**config.mk**
```make
export PLATFORM = sky130hd
export DESIGN_NAME = tpf_top
export DESIGN_NICKNAME = d
export VERILOG_FILES = /design/src/hw/tpf_pkg.sv /design/src/hw/tpf_fifo.sv /design/src/hw/tpf_top.sv
export SDC_FILE = /design/constraint.sdc
export NUM_CORES = 1
export LEC_CHECK = 0
export BUFFER_PORTS_ARGS = -buffer_cell sky130_fd_sc_hd__buf_2
export CELL_PAD_IN_SITES_DETAIL_PLACEMENT = 0
export CELL_PAD_IN_SITES_GLOBAL_PLACEMENT = 1
export CORE_MARGIN = 4
export CORE_UTILIZATION = 45
export CTS_BUF_LIST = sky130_fd_sc_hd__clkbuf_8
export DETAILED_ROUTE_END_ITERATION = 6
export GPL_TIMING_DRIVEN = 0
export PLACE_DENSITY = 0.75
export SLEW_MARGIN = 20
export SYNTH_ARGS = -nofsm -noshare
export SYNTH_HDL_FRONTEND = slang
export SYNTH_SLANG_ARGS = --single-unit
```
**constraint.sdc**
```tcl
create_clock -name i_clk_sys -period 7 [get_ports i_clk_sys]
set_input_delay 0.35 -clock i_clk_sys [delete_from_list [all_inputs] [get_ports i_clk_sys]]
set_output_delay 0.35 -clock i_clk_sys [all_outputs]
set_load 0.01 [all_outputs]
```
**src/hw/tpf_pkg.sv**
```systemverilog
// Package: shared constants and carrier types for the transmit front end
package tpf_pkg;
    localparam int WORD_W = 16;
    localparam int BYTE_W = 8;
    localparam int CTL_W = 2;
    localparam int FIFO_DEPTH = 8;
    localparam int LANES = 4;
    localparam int LANE0 = 0;
    localparam int REF_MHZ = 100;
    localparam int PREDIV = 2;
    localparam int PLL_MULT = 25;
    localparam int PAR_DIV = 5;
    localparam int HALF_DIV = 2;
    localparam int PLL_IN_MHZ = REF_MHZ / PREDIV;
    localparam int SERIAL_MHZ = PLL_IN_MHZ * PLL_MULT;
    localparam int PAR_MHZ = SERIAL_MHZ / PAR_DIV;
    localparam int CORE_MHZ = PAR_MHZ / HALF_DIV;
    localparam int LAT_MIN = 3;
    localparam int LAT_MAX = 4;
    localparam int STABLE_CYC = 16;
    localparam logic [4:0] STABLE_CNT_MAX = 5'h10;
    localparam logic [4:0] STABLE_CNT_ZERO = 5'h00;
    localparam logic [4:0] STABLE_CNT_ONE = 5'h01;
    localparam logic [3:0] PTR_ONE = 4'h1;
    localparam logic [3:0] PTR_ZERO = 4'h0;
    localparam logic [3:0] PTR_FULL = 4'h8;
    localparam logic [1:0] STG_ONE = 2'h1;
    localparam logic [7:0] BYTE_ZERO = 8'h00;

    typedef struct packed {
        logic [BYTE_W-1:0] high_byte;
        logic [BYTE_W-1:0] low_byte;
        logic high_ctl;
        logic low_ctl;
    } tpf_word_t;

    typedef struct packed {
        logic [BYTE_W-1:0] data;
        logic ctl;
    } tpf_byte_t;

    typedef enum logic [2:0] {
        TPF_HOLD = 3'h1,
        TPF_LOW = 3'h2,
        TPF_HIGH = 3'h4
    } tpf_ser_t;
endpackage : tpf_pkg

```
**src/hw/tpf_fifo.sv**
```systemverilog
// Parameterised FIFO with valid and ready on both sides
`timescale 1ns/1ps
`default_nettype none
module tpf_fifo #(
    parameter int WIDTH = 34,
    parameter int DEPTH = 8
) (
    // Clock and reset
    input wire logic i_clk_sys,
    input wire logic i_rst_n,
    input wire logic i_hold,
    // Write side
    input wire logic i_wr_valid,
    output logic o_wr_ready,
    input wire logic [WIDTH-1:0] i_wr_data,
    // Read side
    output logic o_rd_valid,
    input wire logic i_rd_ready,
    output logic [WIDTH-1:0] o_rd_data
);
    localparam int AW = $clog2(DEPTH);
    logic [WIDTH-1:0] mem [DEPTH];
    logic [AW:0] wr_ptr_reg;
    logic [AW:0] rd_ptr_reg;
    logic [AW:0] cnt;
    logic do_wr;
    logic do_rd;

    assign cnt = wr_ptr_reg - rd_ptr_reg;
    assign o_wr_ready = !i_hold && (cnt != (AW+1)'(DEPTH));
    assign o_rd_valid = !i_hold && (cnt != '0);
    assign do_wr = i_wr_valid && o_wr_ready;
    assign do_rd = o_rd_valid && i_rd_ready;
    assign o_rd_data = mem[rd_ptr_reg[AW-1:0]];

    always_ff @(posedge i_clk_sys) begin
        if (do_wr) begin
            mem[wr_ptr_reg[AW-1:0]] <= i_wr_data;
        end
    end

    always_ff @(posedge i_clk_sys or negedge i_rst_n) begin
        if (!i_rst_n) begin
            wr_ptr_reg <= '0;
        end else if (i_hold) begin
            wr_ptr_reg <= '0;
        end else if (do_wr) begin
            wr_ptr_reg <= wr_ptr_reg + (AW+1)'(1);
        end
    end

    always_ff @(posedge i_clk_sys or negedge i_rst_n) begin
        if (!i_rst_n) begin
            rd_ptr_reg <= '0;
        end else if (i_hold) begin
            rd_ptr_reg <= '0;
        end else if (do_rd) begin
            rd_ptr_reg <= rd_ptr_reg + (AW+1)'(1);
        end
    end
endmodule : tpf_fifo
`default_nettype wire

```
**src/hw/tpf_top.sv**
```systemverilog
// Transmit phase FIFO, byte serializer and clock enable tree
`timescale 1ns/1ps
`default_nettype none
module tpf_top (
    // Clock and reset
    input wire logic i_clk_sys,
    input wire logic i_rst_n,
    // Mode and reference selection
    input wire logic i_four_lane,
    input wire logic i_ref_from_pin_b,
    input wire logic i_ref_from_inter_block,
    input wire logic i_ext_wr_clock_used,
    // Reference clock sources, sampled levels
    input wire logic i_ref_clock_pin_a,
    input wire logic i_ref_clock_pin_b,
    input wire logic i_ref_inter_block,
    // Fabric word input
    input wire logic i_tx_valid,
    output logic o_tx_ready,
    input wire tpf_pkg::tpf_word_t i_tx_word,
    // Encoder byte output
    output tpf_pkg::tpf_byte_t o_enc_byte,
    output logic o_enc_valid,
    // Clock enables and status
    output logic o_ref_selected,
    output logic o_core_clk_en,
    output logic o_core_clk_en_shared,
    output logic o_core_clk_en_lane,
    output logic o_par_clk_en,
    output logic o_wr_from_lane0,
    output logic o_clocks_stable
);
    logic half_phase_reg;
    logic [4:0] stable_cnt_reg;
    logic hold;
    logic core_en;
    logic rd_valid;
    logic rd_ready;
    logic fifo_wr_ready;
    tpf_pkg::tpf_word_t rd_word;
    tpf_pkg::tpf_word_t word_reg;
    tpf_pkg::tpf_byte_t byte_reg;
    logic byte_valid_reg;
    tpf_pkg::tpf_ser_t state_reg;
    logic [1:0] wr_age_reg;
    logic [3:0] ripe_cnt_reg;
    logic fifo_wr;
    logic fifo_rd;

    // Reference source choice, inter-block source preferred over pin B, then pin A
    always_comb begin
        if (i_ref_from_inter_block) begin
            o_ref_selected = i_ref_inter_block;
        end else if (i_ref_from_pin_b) begin
            o_ref_selected = i_ref_clock_pin_b;
        end else begin
            o_ref_selected = i_ref_clock_pin_a;
        end
    end

    // System clock stands in for the 250 MHz parallel rate scaled down;
    // the 125 MHz core rate is every other cycle of it
    assign o_par_clk_en = !hold;
    assign core_en = half_phase_reg && !hold;
    assign o_core_clk_en = core_en;
    assign o_core_clk_en_shared = core_en && i_four_lane;
    assign o_core_clk_en_lane = core_en && !i_four_lane;
    assign o_wr_from_lane0 = !i_ext_wr_clock_used;
    assign o_clocks_stable = !hold;
    assign o_tx_ready = fifo_wr_ready && core_en;

    // Divide by two of the parallel rate
    always_ff @(posedge i_clk_sys or negedge i_rst_n) begin
        if (!i_rst_n) begin
            half_phase_reg <= 1'b0;
        end else if (hold) begin
            half_phase_reg <= 1'b0;
        end else begin
            half_phase_reg <= !half_phase_reg;
        end
    end

    // Wait for PLL and dividers to settle
    always_ff @(posedge i_clk_sys or negedge i_rst_n) begin
        if (!i_rst_n) begin
            stable_cnt_reg <= tpf_pkg::STABLE_CNT_ZERO;
        end else if (stable_cnt_reg != tpf_pkg::STABLE_CNT_MAX) begin
            stable_cnt_reg <= stable_cnt_reg + tpf_pkg::STABLE_CNT_ONE;
        end
    end
    assign hold = (stable_cnt_reg != tpf_pkg::STABLE_CNT_MAX);

    // Eight-word phase compensation FIFO
    tpf_fifo #(
        .WIDTH($bits(tpf_pkg::tpf_word_t)),
        .DEPTH(tpf_pkg::FIFO_DEPTH)
    ) u_fifo (
        .i_clk_sys(i_clk_sys),
        .i_rst_n(i_rst_n),
        .i_hold(hold),
        .i_wr_valid(i_tx_valid && core_en),
        .o_wr_ready(fifo_wr_ready),
        .i_wr_data(i_tx_word),
        .o_rd_valid(rd_valid),
        .i_rd_ready(rd_ready),
        .o_rd_data(rd_word)
    );

    // Read pacing: each word ripens for three core cycles before it is read
    assign fifo_wr = i_tx_valid && o_tx_ready;
    assign fifo_rd = rd_ready && rd_valid;

    // Age of recent writes, shifted once per core cycle
    always_ff @(posedge i_clk_sys or negedge i_rst_n) begin
        if (!i_rst_n) begin
            wr_age_reg <= '0;
        end else if (hold) begin
            wr_age_reg <= '0;
        end else if (core_en) begin
            wr_age_reg <= {wr_age_reg[0], fifo_wr};
        end
    end

    // Count of stored words old enough to leave, keeps full word rate
    always_ff @(posedge i_clk_sys or negedge i_rst_n) begin
        if (!i_rst_n) begin
            ripe_cnt_reg <= tpf_pkg::PTR_ZERO;
        end else if (hold) begin
            ripe_cnt_reg <= tpf_pkg::PTR_ZERO;
        end else if (core_en && wr_age_reg[1] && !fifo_rd) begin
            ripe_cnt_reg <= ripe_cnt_reg + tpf_pkg::PTR_ONE;
        end else if (fifo_rd && !wr_age_reg[1]) begin
            ripe_cnt_reg <= ripe_cnt_reg - tpf_pkg::PTR_ONE;
        end
    end
    assign rd_ready = core_en && (ripe_cnt_reg != tpf_pkg::PTR_ZERO) && (state_reg != tpf_pkg::TPF_LOW);

    // Byte serializer phase
    always_ff @(posedge i_clk_sys or negedge i_rst_n) begin
        if (!i_rst_n) begin
            state_reg <= tpf_pkg::TPF_HOLD;
        end else begin
            case (state_reg)
                tpf_pkg::TPF_HOLD: begin
                    if (rd_ready && rd_valid) begin
                        state_reg <= tpf_pkg::TPF_LOW;
                    end
                end
                tpf_pkg::TPF_LOW: begin
                    state_reg <= tpf_pkg::TPF_HIGH;
                end
                tpf_pkg::TPF_HIGH: begin
                    if (rd_ready && rd_valid) begin
                        state_reg <= tpf_pkg::TPF_LOW;
                    end else begin
                        state_reg <= tpf_pkg::TPF_HOLD;
                    end
                end
                default: begin
                    state_reg <= tpf_pkg::TPF_HOLD;
                end
            endcase
        end
    end

    // Word holding register on the half-rate read port
    always_ff @(posedge i_clk_sys or negedge i_rst_n) begin
        if (!i_rst_n) begin
            word_reg <= '0;
        end else if (rd_ready && rd_valid) begin
            word_reg <= rd_word;
        end
    end

    // Byte output at the full parallel rate
    always_ff @(posedge i_clk_sys or negedge i_rst_n) begin
        if (!i_rst_n) begin
            byte_reg <= '0;
            byte_valid_reg <= 1'b0;
        end else begin
            case (state_reg)
                tpf_pkg::TPF_LOW: begin
                    byte_reg.data <= word_reg.low_byte;
                    byte_reg.ctl <= word_reg.low_ctl;
                    byte_valid_reg <= 1'b1;
                end
                tpf_pkg::TPF_HIGH: begin
                    byte_reg.data <= word_reg.high_byte;
                    byte_reg.ctl <= word_reg.high_ctl;
                    byte_valid_reg <= 1'b1;
                end
                default: begin
                    byte_reg.data <= tpf_pkg::BYTE_ZERO;
                    byte_reg.ctl <= 1'b0;
                    byte_valid_reg <= 1'b0;
                end
            endcase
        end
    end

    assign o_enc_byte = byte_reg;
    assign o_enc_valid = byte_valid_reg;
    // Lane placement is fixed by the instantiating wrapper
endmodule : tpf_top
`default_nettype wire

```
==> impl_metrics.py <==
metrics = {
    "run_status": {
        "status": "finished clean",
    },
    "timing": {
        "worstMarginPinSlew_ns": 0.786,
        "finalSetupTns_ns": 0,
        "post-route-period-util": 0.586,
        "rsz0062_at_grt": "false",
        "slew_viol_final": 0,
        "final.min_clock_period_ns": 4.10,
        "timing.fmax_mhz": 244,
        "fin_ws_ns": 2.90,
        "fin_skew_ns": 0.0136,
        "hold_viol": 0,
        "finalSetupViolCount": 0,
        "relSlewSlack": 0.476,
    },
    "critical_path": {
        "slowest_delay_ns": 0.55,
        "setup.worst_path.start": "u_fifo.rd_ptr_reg[1]",
        "reg2reg_slack_ns": 2.90,
        "r2r_start": "u_fifo.rd_ptr_reg[1]",
        "crit_type": "reg -> reg",
        "critPathCaptureType": "register",
        "slowest_stage": "buf_1",
        "worstPathArrival_ns": 4.48,
        "startpoint_type": "register",
        "critical-path-top-delay-family": "compound AO/OA/AOI/OAI gates",
        "cp_num_buf_inv": 3,
        "cp_cell_sequence": "buf_2, buf_1, inv_1, ha_1, and3b_1, nor3_2, o211ai_2, a21o_1, ha_1, a21o_1, a21oi_1, and2_1, a221oi_1, a21boi_1, mux2i_1",
        "crit_fanout": 10,
        "worstPathRequired_ns": 7.37,
    },
    "cells_and_area": {
        "final_cell_mix": "edfxtp_1 (144), nand2_1 (56), buf_2 (51)",
        "fill_cells": 1434,
        "final_common_cell": "edfxtp_1",
        "nets": 593,
        "largest_reg_flops": 144,
        "drive_gt1_frac": 0.266,
        "areaGrowthSynthToFinish_pct": 13.9,
        "fin_util": 0.521,
    },
    "clock_network": {
        "post_cts_buffers": 0,
        "root_buffer": "clkbuf_8",
        "clockBufferDepth": 2,
        "cts-hold-fix-buffers": 1,
        "cts_sinks": 195,
        "cts-resized-gates": 0,
        "clk_latency_ns": 0.46,
        "clk_pin_slew_ns": 0.09,
        "cts_buffers": 17,
        "htreeDepth": 4,
        "cts_tree": "done",
    },
    "global_route": {
        "grt_usage": 0.169,
        "overflow": 0,
        "grt_pass1_wl_um": 25000,
        "grt_max_degree": 52,
        "grt_pass1_vias": 4469,
        "antenna_found_initial": 0,
    },
    "yosys": {
        "syn_inst": 478,
        "syn-cell-area_sq_um": 7890,
        "synth-seq-area-share": 0.710,
        "ys_types": 52,
        "synth_flop_cell": "edfxtp_1",
        "synth_edf_count": 144,
        "syn-num-nets": 516,
        "synth-seq-cells": 195,
        "syn_avg_cell_area_sq_um": 16.5,
        "ys_warn_count": 0,
        "async_flop_share": 0.262,
    },
    "placement": {
        "place.gp.congestion": 0.768,
        "dp_hpwl_um": 10600,
        "post-place-ws_ns": 2.87,
        "io_buffers": 45,
    },
    "drt": {
        "wirelength_um": 15800,
        "vias": 4253,
        "drt-vias-per-instance": 5.36,
        "avgRoutedWirePerCell_um": 19.9,
        "drtAntennaViolNets": 0,
        "drc": 0,
        "first_iter_violations": 243,
        "firstDrtPassIters": 5,
    },
    "flow_run": {
        "cap_violations": 0,
    },
    "floorplanning": {
        "io_pins": 46,
        "rows": 48,
        "die_w_um": 140,
        "die_area_sq_um": 19700,
        "start_util": 0.458,
        "fp.dieH_um": 140,
        "core-area_sq_um": 17200,
    },
    "worst_hold_path": {
        "hp-class": "in -> reg",
        "hp-start": "i_tx_word[2]",
    },
    "power_and_ir_drop": {
        "p_leak_nw": 3.32,
        "power.density_nw_per_um2": 412,
        "peakVddDrop_mv": 0.197,
    },
}
[path summary, 6_finish.rpt]
check                           depth (start not counted)                end
worst max-delay path                                   15    ripe_cnt_reg[3]
worst min-delay path                                    1   u_fifo.mem[6][2]
worst max register to register                         15    ripe_cnt_reg[3]
worst min register to register                          2      wr_age_reg[0]
max in group asynchronous                               2       word_reg[11]
min in group asynchronous                               2  stable_cnt_reg[4]
[logic make-up after synthesis]
group                      synth area share
muxes                                 0.113
and+or+nand+nor                      0.0803
xor gates and xnor gates             0.0133
DFF                                   0.710
adders and majority gates            0.0168
AOI/OAI and AO/OA                    0.0455
buffers and inverters                0.0211
[synthesized netlist by cell type, types with 3 or more instances]
cell        n  share of area
a21o_1      3         0.0029
a21oi_1     4         0.0025
a22oi_1     9         0.0086
a31oi_1    18          0.014
and2_1      4         0.0032
buf_2       7         0.0044
buf_6       3         0.0043
clkbuf_1   10         0.0048
dfrtp_1    50           0.16
edfxtp_1  144           0.55
ha_1        9          0.014
inv_1       8         0.0038
mux2i_1     8          0.010
mux4_2     36           0.10
nand2_1    56          0.027
nand2b_1    3         0.0024
nand3_1     7         0.0044
nor2_1     38          0.018
nor2b_1     3         0.0024
nor3_1      3         0.0019
nor3b_1     5         0.0048
o21ai_0     3         0.0019
o31ai_1     3         0.0029
xnor2_1     9          0.010
xor2_1      3         0.0033
[layer usage]
metal	vias to the layer above	wire [um]	global-route usage
met5	-	0	0
li1	1968	-	-
met4	0	256	0.0566
met2	103	7940	0.276
met3	20	750	0.0403
met1	2162	6820	0.224
[power by group]
| part | switching, W | leakage (nW) | internal [W] |
|---|---|---|---|
| clock network | 0.000389 | 0.227 | 0.000400 |
| registers | 0.000106 | 1.93 | 0.00143 |
| logic | 0.000802 | 1.17 | 0.000575 |
| total | 0.00130 | 3.32 | 0.00240 |
[stage by stage]
step           area (sq um)  std cells  hold slack, ns  power [W]
3_3_place_gp           8400        748           0.465    0.00288
6_report               8990        794           0.162    0.00370
5_1_grt                8990        793           0.132    0.00393
3_5_place_dp           8540        760           0.432    0.00295
2_1_floorplan          7890        478          0.0544    0.00252
4_1_cts                8990        793           0.129    0.00374
[area by class of cell]
class | instances | area [sq um] | area share
Tap cell | 225 | 282 | 0.0313
Buffer | 24 | 129 | 0.0143
Clock inverter | 14 | 188 | 0.0209
Clock buffer | 18 | 248 | 0.0276
Timing Repair Buffer | 58 | 335 | 0.0373
Inverter | 10 | 37.5 | 0.00418
Multi-Input combinational cell | 249 | 2170 | 0.241
Antenna cell | 1 | 2.50 | 0.000278
Sequential cell | 195 | 5600 | 0.623
Note: power is estimated with default switching activity, not from simulation.
